[config.mk]
export PLATFORM = sky130hd
export DESIGN_NAME = dlr_close_release
export DESIGN_NICKNAME = d
export VERILOG_FILES = /design/src/hdl/dlr_pkg.sv /design/src/hdl/dlr_hold_if.sv /design/src/hdl/dlr_hold_timer.sv /design/src/hdl/dlr_group_sel.sv /design/src/hdl/dlr_close_release.sv
export SDC_FILE = /design/constraint.sdc
export NUM_CORES = 1
export LEC_CHECK = 0
export ABC_AREA = 1
export BUFFER_PORTS_ARGS = -buffer_cell sky130_fd_sc_hd__buf_2
export CORE_MARGIN = 5
export CORE_UTILIZATION = 56
export CTS_CLUSTER_SIZE = 30
export DETAILED_ROUTE_END_ITERATION = 6
export GPL_ROUTABILITY_DRIVEN = 0
export GPL_TIMING_DRIVEN = 1
export PLACE_DENSITY_LB_ADDON = 0.3
export SLEW_MARGIN = 20
export SYNTH_ARGS = -nofsm -noshare
export SYNTH_HDL_FRONTEND = slang
export SYNTH_SLANG_ARGS = --single-unit
[constraint.sdc]
create_clock -name clk_sys -period 2.1 [get_ports clk_sys]
set_clock_uncertainty 0.15 [all_clocks]
set_input_delay 0.315 -clock clk_sys [delete_from_list [all_inputs] [get_ports clk_sys]]
set_output_delay 0.315 -clock clk_sys [all_outputs]
set_load 0.005 [all_outputs]
[src/hdl/dlr_pkg.sv]
// Constants shared by the dead-line close-release logic
package dlr_pkg;
	localparam int NUM_GROUPS   = 4;
	localparam int GRP_W        = 2;
	localparam int NUM_COND     = 3;
	localparam int COND_LD      = 0;  // Live reference, dead other
	localparam int COND_DL      = 1;  // Dead reference, live other
	localparam int COND_DD      = 2;  // Both dead
	localparam int NUM_PHASES   = 3;
	localparam int PHASE_SINGLE = 0;  // Phase checked for dead on a single-phase connection
	localparam int CLK_MHZ      = 100;
	localparam int HOLD_TIME_US = 100000;
	localparam int HOLD_CYCLES  = HOLD_TIME_US * CLK_MHZ;
	localparam int HOLD_CNT_W   = 24;

	typedef enum logic {
		DLR_IDLE,
		DLR_MEAS
	} dlr_state_t;
endpackage : dlr_pkg

[src/hdl/dlr_hold_if.sv]
// Condition and supervision-hold signals between controller and hold timer
`timescale 1ns/1ns
interface dlr_hold_if #(
	parameter int NCOND = dlr_pkg::NUM_COND
);
	logic             clear;
	logic [NCOND-1:0] cond;
	logic [NCOND-1:0] held;

	modport ctrl (output clear, output cond, input held);
	modport timer (input clear, input cond, output held);
endinterface : dlr_hold_if

[src/hdl/dlr_hold_timer.sv]
// Per-condition supervision timers for dead-side release
`timescale 1ns/1ns
module dlr_hold_timer #(
	parameter int NCOND       = dlr_pkg::NUM_COND,
	parameter int CNT_W       = dlr_pkg::HOLD_CNT_W,
	parameter int HOLD_CYCLES = dlr_pkg::HOLD_CYCLES
) (
	input  wire logic clk_sys,
	input  wire logic reset_n,
	dlr_hold_if.timer hif
);
	localparam logic [CNT_W-1:0] HOLD_LIM = CNT_W'(HOLD_CYCLES);

	// Counter must reach the limit without wrapping
	if (HOLD_CYCLES < 1 || HOLD_CYCLES >= (2 ** CNT_W) || NCOND < 1) begin : g_bad_hold
		$error("dlr_hold_timer: HOLD_CYCLES does not fit the counter");
	end

	genvar gi;
	generate
		for (gi = 0; gi < NCOND; gi++) begin : g_cond
			logic [CNT_W-1:0] cnt_r;
			logic [CNT_W-1:0] cnt_nxt;

			// Count continuous presence; any dropout restarts the wait
			always_comb begin
				cnt_nxt = cnt_r;
				if (hif.clear || !hif.cond[gi])
					cnt_nxt = '0;
				else if (cnt_r != HOLD_LIM)
					cnt_nxt = cnt_r + CNT_W'(1);
			end

			always_ff @(posedge clk_sys) begin
				if (!reset_n)
					cnt_r <= '0;
				else
					cnt_r <= cnt_nxt;
			end

			// Gated by the live condition so a dropout releases at once
			assign hif.held[gi] = hif.cond[gi] && !hif.clear && (cnt_r == HOLD_LIM);
		end
	endgenerate
endmodule : dlr_hold_timer

[src/hdl/dlr_group_sel.sv]
// Decode of the group-activate inputs into an index and an error flag
`timescale 1ns/1ns
module dlr_group_sel #(
	parameter int NG = dlr_pkg::NUM_GROUPS,
	parameter int GW = dlr_pkg::GRP_W
) (
	input  wire logic [NG-1:0] group_act_in,
	input  wire logic [GW-1:0] default_group,
	output logic      [GW-1:0] group_idx,
	output logic               group_err
);
	// Index must address every group
	if (NG < 1 || NG > (2 ** GW)) begin : g_bad_groups
		$error("dlr_group_sel: group count does not fit the index");
	end

	// Lowest active input wins; none active keeps the fixed assignment
	always_comb begin
		logic seen;
		seen      = 1'h0;
		group_err = 1'h0;
		group_idx = default_group;
		for (int i = 0; i < NG; i++) begin
			if (group_act_in[i]) begin
				if (seen)
					group_err = 1'h1;
				else
					group_idx = GW'(i);
				seen = 1'h1;
			end
		end
	end
endmodule : dlr_group_sel

[src/hdl/dlr_close_release.sv]
// Top of the dead-line close-release logic
`timescale 1ns/1ns
module dlr_close_release #(
	parameter int NG          = dlr_pkg::NUM_GROUPS,
	parameter int HOLD_CYCLES = dlr_pkg::HOLD_CYCLES
) (
	input  wire logic                                 clk_sys,
	input  wire logic                                 reset_n,
	// Request handshake with the switching control
	input  wire logic                                 meas_req_in,
	input  wire logic                                 req_from_reclose,
	output logic                                      measuring,
	output logic                                      close_permit,
	// Comparator flags from measurement
	input  wire logic [dlr_pkg::NUM_PHASES-1:0]       v1_live_ph,
	input  wire logic [dlr_pkg::NUM_PHASES-1:0]       v1_dead_ph,
	input  wire logic                                 v1_in_band,
	input  wire logic                                 v2_live,
	input  wire logic                                 v2_dead,
	input  wire logic                                 v2_in_band,
	input  wire logic                                 f1_in_range,
	input  wire logic                                 f2_in_range,
	input  wire logic                                 sync_ok,
	// External control inputs
	input  wire logic                                 ext_live_dead_in,
	input  wire logic                                 ext_dead_live_in,
	input  wire logic                                 ext_dead_dead_in,
	input  wire logic                                 ext_unchecked_release_in,
	input  wire logic                                 group_block_in,
	input  wire logic                                 close_permit_block_in,
	input  wire logic [NG-1:0]                        group_act_in,
	input  wire logic [dlr_pkg::GRP_W-1:0]            default_group,
	// Per-group settings
	input  wire logic [NG-1:0]                        cfg_group_on,
	input  wire logic [NG-1:0]                        cfg_three_phase,
	input  wire logic [NG-1:0]                        cfg_external,
	input  wire logic [NG-1:0]                        cfg_unchecked_release_enable,
	input  wire logic [NG-1:0][dlr_pkg::NUM_COND-1:0] cfg_dead_en_reclose,
	input  wire logic [NG-1:0][dlr_pkg::NUM_COND-1:0] cfg_dead_en_manual,
	input  wire logic [NG-1:0]                        cfg_sync_en_reclose,
	input  wire logic [NG-1:0]                        cfg_sync_en_manual,
	// Indications
	output logic                                      released_live_dead_ind,
	output logic                                      released_dead_live_ind,
	output logic                                      released_dead_dead_ind,
	output logic                                      blocked_ind,
	output logic                                      close_permit_blocked_ind,
	output logic                                      group_selection_error
);
	localparam int LD = dlr_pkg::COND_LD;
	localparam int DL = dlr_pkg::COND_DL;
	localparam int DD = dlr_pkg::COND_DD;

	// Group index width is set by the package; another group count cannot be served
	if (NG != dlr_pkg::NUM_GROUPS) begin : g_bad_groups
		$error("dlr_close_release: group count must match the package");
	end

	dlr_hold_if #(.NCOND(dlr_pkg::NUM_COND)) hif ();

	logic [dlr_pkg::GRP_W-1:0] grp;
	logic                      grp_err;

	dlr_group_sel #(
		.NG (NG),
		.GW (dlr_pkg::GRP_W)
	) u_group_sel (
		.group_act_in  (group_act_in),
		.default_group (default_group),
		.group_idx     (grp),
		.group_err     (grp_err)
	);

	dlr_hold_timer #(
		.NCOND       (dlr_pkg::NUM_COND),
		.CNT_W       (dlr_pkg::HOLD_CNT_W),
		.HOLD_CYCLES (HOLD_CYCLES)
	) u_hold_timer (
		.clk_sys (clk_sys),
		.reset_n (reset_n),
		.hif     (hif)
	);

	// Control state
	dlr_pkg::dlr_state_t state_r;
	dlr_pkg::dlr_state_t state_nxt;
	logic                rearm_r;
	logic                rearm_nxt;
	logic                src_ar_r;
	logic                src_ar_nxt;
	logic [dlr_pkg::GRP_W-1:0] grp_r;
	logic [dlr_pkg::GRP_W-1:0] grp_nxt;

	// Registered outputs
	logic                         permit_r;
	logic                         permit_nxt;
	logic [dlr_pkg::NUM_COND-1:0] rel_ind_r;
	logic [dlr_pkg::NUM_COND-1:0] rel_ind_nxt;
	logic                         blk_ind_r;
	logic                         blk_ind_nxt;
	logic                         cblk_ind_r;
	logic                         cblk_ind_nxt;
	logic                         gerr_r;
	logic                         gerr_nxt;

	// Settings of the active group
	logic                         s_three;
	logic                         s_ext;
	logic                         s_unchk;
	logic [dlr_pkg::NUM_COND-1:0] s_dead_en;
	logic                         s_sync_en;

	// Side classification and raw conditions
	logic                         v1_live;
	logic                         v1_dead;
	logic [dlr_pkg::NUM_COND-1:0] meas_cond;
	logic [dlr_pkg::NUM_COND-1:0] cond;
	logic                         meas;
	logic                         start_ok;

	// Settings follow the group latched at start; selection cannot jump mid-check
	always_comb begin
		s_three = cfg_three_phase[grp_r];
		s_ext   = cfg_external[grp_r];
		s_unchk = cfg_unchecked_release_enable[grp_r];
		if (src_ar_r) begin
			s_dead_en = cfg_dead_en_reclose[grp_r];
			s_sync_en = cfg_sync_en_reclose[grp_r];
		end else begin
			s_dead_en = cfg_dead_en_manual[grp_r];
			s_sync_en = cfg_sync_en_manual[grp_r];
		end
	end

	// Reference side: all phases on a three-phase connection; otherwise any phase for live, PHASE_SINGLE for dead
	always_comb begin
		if (s_three) begin
			v1_live = &v1_live_ph;
			v1_dead = &v1_dead_ph;
		end else begin
			v1_live = |v1_live_ph;
			v1_dead = v1_dead_ph[dlr_pkg::PHASE_SINGLE];
		end
	end

	// Flags are sampled every edge; no filtering beyond the hold timer
	always_comb begin
		meas_cond     = '0;
		meas_cond[LD] = v1_live && v1_in_band && v2_dead && f1_in_range;
		meas_cond[DL] = v1_dead && v2_live && v2_in_band && f2_in_range;
		meas_cond[DD] = v1_dead && v2_dead;
		if (s_ext)
			cond = {ext_dead_dead_in, ext_dead_live_in, ext_live_dead_in} & s_dead_en;
		else
			cond = meas_cond & s_dead_en;
	end

	assign meas       = (state_r == dlr_pkg::DLR_MEAS);
	assign hif.cond   = meas ? cond : '0;
	assign hif.clear  = !meas || group_block_in;
	assign start_ok   = meas_req_in && !rearm_r && !group_block_in && !grp_err
		&& cfg_group_on[grp];

	// Measurement sequence and request handling
	always_comb begin
		state_nxt  = state_r;
		rearm_nxt  = rearm_r;
		src_ar_nxt = src_ar_r;
		grp_nxt    = grp_r;
		if (!meas_req_in)
			rearm_nxt = 1'b0;
		unique case (state_r)
			dlr_pkg::DLR_IDLE: begin
				if (start_ok) begin
					state_nxt  = dlr_pkg::DLR_MEAS;
					src_ar_nxt = req_from_reclose;
					grp_nxt    = grp;
				end
			end
			dlr_pkg::DLR_MEAS: begin
				if (!meas_req_in)
					state_nxt = dlr_pkg::DLR_IDLE;
			end
		endcase
		// Block aborts everything and demands a new request edge
		if (group_block_in) begin
			state_nxt = dlr_pkg::DLR_IDLE;
			rearm_nxt = meas_req_in;
		end
	end

	always_ff @(posedge clk_sys) begin
		if (!reset_n) begin
			state_r  <= dlr_pkg::DLR_IDLE;
			rearm_r  <= 1'b0;
			src_ar_r <= 1'b0;
			grp_r    <= '0;
		end else begin
			state_r  <= state_nxt;
			rearm_r  <= rearm_nxt;
			src_ar_r <= src_ar_nxt;
			grp_r    <= grp_nxt;
		end
	end

	// Release decision; close block masks only the output, not the check
	always_comb begin
		logic release_ok;
		release_ok   = 1'h0;
		permit_nxt   = 1'h0;
		rel_ind_nxt  = '0;
		cblk_ind_nxt = 1'h0;
		blk_ind_nxt  = group_block_in;
		gerr_nxt     = grp_err;
		if (meas && !group_block_in && meas_req_in) begin
			rel_ind_nxt  = hif.held;
			release_ok   = s_unchk
				|| ext_unchecked_release_in
				|| (|hif.held)
				|| (s_sync_en && sync_ok);
			permit_nxt   = release_ok && !close_permit_block_in;
			cblk_ind_nxt = close_permit_block_in;
		end
	end

	always_ff @(posedge clk_sys) begin
		if (!reset_n) begin
			permit_r   <= 1'h0;
			rel_ind_r  <= '0;
			blk_ind_r  <= 1'h0;
			cblk_ind_r <= 1'h0;
			gerr_r     <= 1'h0;
		end else begin
			permit_r   <= permit_nxt;
			rel_ind_r  <= rel_ind_nxt;
			blk_ind_r  <= blk_ind_nxt;
			cblk_ind_r <= cblk_ind_nxt;
			gerr_r     <= gerr_nxt;
		end
	end

	// Measuring flag mirrors the state register directly
	assign measuring                = meas;
	assign close_permit             = permit_r;
	assign released_live_dead_ind   = rel_ind_r[LD];
	assign released_dead_live_ind   = rel_ind_r[DL];
	assign released_dead_dead_ind   = rel_ind_r[DD];
	assign blocked_ind              = blk_ind_r;
	assign close_permit_blocked_ind = cblk_ind_r;
	assign group_selection_error    = gerr_r;
endmodule : dlr_close_release

# --- After elaboration in Yosys (flattened, before gate mapping) ---
# Cells that the tools add are included.
# Widths: inputs -> output; s select.
totals:
  input_bits: 77
  regBits: 84
  out_inout_bits: 8
  wordCells: 118
classes:
  bitwise: 4
  n_mux: 43
  n_eq_ne: 7
  n_lt_le_gt_ge: 2
  addsub: 3
  reduce_logical: 47
op_table:
  columns: ["operator", "count"]
  rows:
  - ["$add 24x1->24 const B", 3]
  - ["$eq 24x24->1 const B", 3]
  - ["$ne 24x24->1 const B", 3]
  - ["$mux 1", 22]
  - ["$logic_and 1x1->1", 21]
  - ["$mux 3", 5]
  - ["$mux 2", 7]
  - ["$bmux 1 s2", 6]
  - ["$bmux 3 s2", 2]
  - ["$logic_not 1->1", 9]
  - ["$reduce_or 2->1", 4]
  - ["$logic_or 1x1->1", 7]
  - ["$and 3x3->3", 2]
  - ["$lt 2x3->1 const B", 2]
  - ["$reduce_and 3->1", 2]
  - ["$reduce_or 3->1", 2]
  - ["$reduce_and 2->1", 2]
  - ["$ne 2x1->1 const B", 1]
  - ["$not 1->1", 2]
  - ["$pmux 1 s2", 1]

# --- Longest topological paths before layout ---
logic_depth:
  word_depth: 15
  ltp_mapped: 14
  depth_no_buf: 13

# --- Hierarchy ---
# A second synthesis with hierarchy kept.
unflattened:
  hier_cells: 912
  hier_area_um2: 5393.9
by_module_without_submodules:
  columns: ["module", "cells_per_inst", "instances", "area_per_inst_um2", "seq_area_each_um2"]
  rows:
  - ["dlr_hold_timer", 715, 1, 4350.4, 1441.4]
  - ["dlr_close_release", 185, 1, 992.2, 240.2]
  - ["dlr_group_sel", 12, 1, 51.3, 0.0]

# --- Least setup slack after synthesis ---
# OpenSTA, ideal clock, no wires.
synth_timing:
  path_kind: "reg-to-reg"
  start: "register u_hold_timer.g_cond[0].cnt_r[0]"
  end: "register u_hold_timer.g_cond[0].cnt_r[22]"
  setup_time_ns: 0.070
  synth_period_minus_slack_ns: 1.787
  required_ns: 1.880
  setup_slack_ns: 0.313
  t_arrival_ns: 1.567
  path_buffers: 0
  stages_incl_launch_ff: 11
  cell_sequence: "dfxtp_1 -> ha_1 -> nand2_1 -> nor2_2 -> nand2_1 -> nor2_2 -> nand3_1 -> or2_1 -> nor2_1 -> o21bai_1 -> a21oi_1"
synth_via:
  elab_chain_cells: 1
  word_cells_on_any_way: 2
  cone_classes: "add/sub (1); eq/ne (1)"
synth_rtl:
  columns: ["item", "line", "rtl"]
  rows:
  - ["start, declared", "dlr_hold_timer.sv:22", "logic [CNT_W-1:0] cnt_r;"]
  - ["start signal, assigned", "dlr_hold_timer.sv:38", "cnt_r <= cnt_nxt;"]
  - ["$add 24x1->24 or $ne 24x24->1 (tied branches)", "dlr_hold_timer.sv:31, dlr_hold_timer.sv:30", null]
# Several ways; a longest one is shown, not always the timed one.
# A chain may end at the register's enable or synchronous reset.

# --- Worst setup path in the final report ---
layout_timing:
  start: "register u_hold_timer.g_cond[1].cnt_r[1]"
  end: "register u_hold_timer.g_cond[1].cnt_r[22]"
layout_via:
  elab_chain_cells: 1
  word_cells_on_any_way: 2
  cone_classes: "add/sub (1); eq/ne (1)"
layout_rtl:
  columns: ["item", "line"]
  rows:
  - ["start, declared", "dlr_hold_timer.sv:22"]
  - ["start signal, assigned", "dlr_hold_timer.sv:38"]
  - ["$add 24x1->24 or $ne 24x24->1 (tied branches)", "dlr_hold_timer.sv:31, dlr_hold_timer.sv:30"]
# Several ways; a longest one is shown, not always the timed one.

==> impl_results.md <==
* Combinational share of power at 6.3%
* Commonest non-fill, non-tap cell in the layout: nand2_1
* Register share of total power at 53.4%
* Min Hold Slack at 53.6 ps
* Final Cycle Share at 93.0%
* CTS clk-pin slew, worst paths at 90 ps
* Hold Violations, Final at 0
* Min Tclk post-route at 1950 ps
* Switching power of the nets at 693 uW
* Port Buf Inserts at 84
* Hold-fix buffers, CTS at 0
* Clock network power share at about two fifths
* FILL cells at 745
* Worst Path Buf+Inv at 2
* Mapped cell area at between 4000 and 5000 um^2
* CP Cell Sequence: ha_4, nand3_2, nor3_4, inv_1, nor3_4, nand2_2, inv_1, nand2_1, xor2_1, nor2_1
* DRC at 0
* Crit path max fanout at 5
* Slowest cell on the critical path: dfxtp_1
* ANT nets after route at 0
* Switching share of power at between 20 and 25%
* DIE HEIGHT at a little over 100 um
* Layout cell share with drive strength beyond 1 at 21.4%
* Largest net degree at the start of global routing at 25
* Final Power at 3000 uW
* Final HPWL DP at 8580 um
* Area grow syn2layout at 17.0%
* Max Buffers Root-to-Sink at 2
* Core area at between 8000 and 9000 um^2
* Post-synthesis async set-or-reset flop share at 0%
* Initial antenna violation count at 0
* CTS tree: built
* Post-synth EDFFs at 0
* Hold Path Class: input port to flop
* Starting Density at 57.9%
* Mapped Nets at 792
* Die area at 10,500 um^2
* Final Core Density at 67.7%
* Slew Limit Fails at 0
* Number of library cell types mapped by synthesis at 37
* H-tree levels at 3
* Critical Path RT at roughly 2200 ps
* Pleak at around 0.0021 uW
* Startpoint class of the critical path: flop
* Internal at 2310 uW
* IO Pins at 85
* Vias/cell at 5.29
* Pre-CTS setup slack at approximately 82 ps
* Crit path capture type: flop
* Drt first pass iters at 7
* Pwr dens at 536 nW/um^2
* Routed via count at 4,808
* Syn Area/Cell at 6.74 um^2
* Status: complete, no violations
* Total GRT Usage at around 22%
* First-pass GRT wire length at ~19,000 um
* Area of the multi-input gates at 2740 um^2
* CTS Sinks at 84
* Max-Cap Viols at 0
* WL/cell at about 13 um
* Worst relative slew slack at 72.1%
* Delay of the slowest critical-path stage at 420 ps
* Fmax at 512 MHz
* Final net count at 882
* Antenna diodes at 0
* Worst setup margin at 147 ps
* Rows at 33
* Crit-path leading delay family: simple AND/OR/NAND/NOR gates
* #FFs+latches synth at 84
* Starting DRT DRC Count at 176
* Sequential cell area at 1690 um^2
* Die W at 102 um
* Mapped Cells at 709
* Synth warnings at 0
* Total grt overflow at 0
* Slew @ Worst Pin at around 420 ps
* Final wirelength at 11,400 um
* Most frequent cells in the layout: 159 x nand2_1, 101 x nor2_1, 84 x buf_2
* Worst EP arrival at between 2000 and 2500 ps
* Worst-Skew Late Latency at 360 ps
* Root Buffer: clkbuf_8
* TritonCTS Buffers at 9
* Setup violations, final at 0
* Vias in the first global route at 4,415
* Max VDD drop at around 0.34 mV
* Crit path kind: flop to flop
* Fin Setup TNS at 0 ps
* Share of the yosys chip area belonging to registers at around a third
* Ys flop type: dfxtp_1
worst reg2reg max path: cells and delay by family, from the launching register on:
family	cells	cell delay, ps
xor gates and xnor gates	1	130
adders and majority gates	1	180
buffers and inverters	2	220
DFF	1	420
and+or+nand+nor	6	760
power by group through the flow:
stage	logic, uW	registers (uW)	clock network (uW)
6_report	189	1600	1210
5_1_grt	215	1600	1300
4_1_cts	189	1600	1230
3_5_place_dp	187	1640	0
3_3_place_gp	182	1640	0
2_1_floorplan	95.3	1640	0
synthesized netlist by cell type (2+ instances only):
master,count,area [um^2]
nor3b_1,5,37.5
nand3b_1,2,15.0
ha_1,6,75.1
nor3_2,8,80.1
a21oi_1,29,145
nor4_1,5,31.3
nor3b_2,5,62.6
o21bai_1,3,22.5
nand3_1,65,325
inv_2,4,15.0
nor3_1,30,150
o21ai_2,2,17.5
or2_2,8,50.1
nand4_1,27,169
nor2_2,9,56.3
buf_4,2,15.0
nor2_1,103,387
a21oi_2,9,78.8
nand3_2,4,40.0
xor2_1,20,175
dfxtp_1,84,1680
inv_1,83,312
o21ai_0,11,55.1
buf_6,2,22.5
buf_2,9,45.0
xnor2_1,4,35.0
nand2_1,160,601
registers in the layout, indices dropped and copies added, names as in the netlist:
signal / flops
blocked_ind: 1
src_ar_r: 1
u_hold_timer.g_cond.cnt_r: 72
measuring: 1
grp_r: 2
close_permit_blocked_ind: 1
close_permit: 1
rearm_r: 1
group_selection_error: 1
rel_ind_r: 3
final cells by class:
| class | instances | share of cell area, % |
|---|---|---|
| clock buffer | 11 | 2.71 |
| multi-input combinational | 525 | 48.9 |
| sequential | 84 | 30.2 |
| tap | 105 | 2.35 |
| timing repair buffer | 92 | 8.82 |
| inverter | 87 | 5.89 |
| clock inverter | 5 | 1.07 |
path summary, 6_finish.rpt:
check	from	endpoint	slack, ps	depth (start not counted)
worst max-delay path	u_hold_timer.g_cond[1].cnt_r[1]	u_hold_timer.g_cond[1].cnt_r[22]	150	10
worst min-delay path	req_from_reclose	src_ar_r	50	3
worst max register to register	u_hold_timer.g_cond[1].cnt_r[1]	u_hold_timer.g_cond[1].cnt_r[22]	150	10
worst min register to register	rearm_r	rearm_r	310	2
per-layer routing:
metal  global-route usage (%)  part of all wire [%]  vias to the layer above  wire (um)
li1                         -                     -                     2481          -
met1                     26.7                    43                     2201       4900
met2                     38.2                    51                      112       5800
met3                     5.26                   4.6                       14        526
met4                     6.66                   1.2                        0        136
met5                        0                     0                        -          0
kinds of logic (layout without fill, tap and decap cells):
logic type | Yosys count | in the layout | synth area share, %
mux | 1 | 1 | 0.209
simple gates | 436 | 436 | 42.7
flops | 84 | 84 | 35.2
xor+xnor | 24 | 24 | 4.40
buf+inv | 100 | 195 | 8.56
compound gates | 58 | 58 | 7.36
fa+ha+maj | 6 | 6 | 1.57
per-stage QoR:
stage	cells	cell area, um^2
2_1_floorplan	709	4780
3_3_place_gp	892	5310
3_5_place_dp	892	5310
4_1_cts	908	5520
5_1_grt	909	5590
6_report	909	5590
timing repair:
action | 4_1_cts | 5_1_grt
gates resized for setup | 0 | 18
hold endpoints to repair | 0 | 0
setup endpoints to repair | 0 | 13
buffers inserted | 0 | 1
No activity file was read; power rests on OpenSTA's default activity.
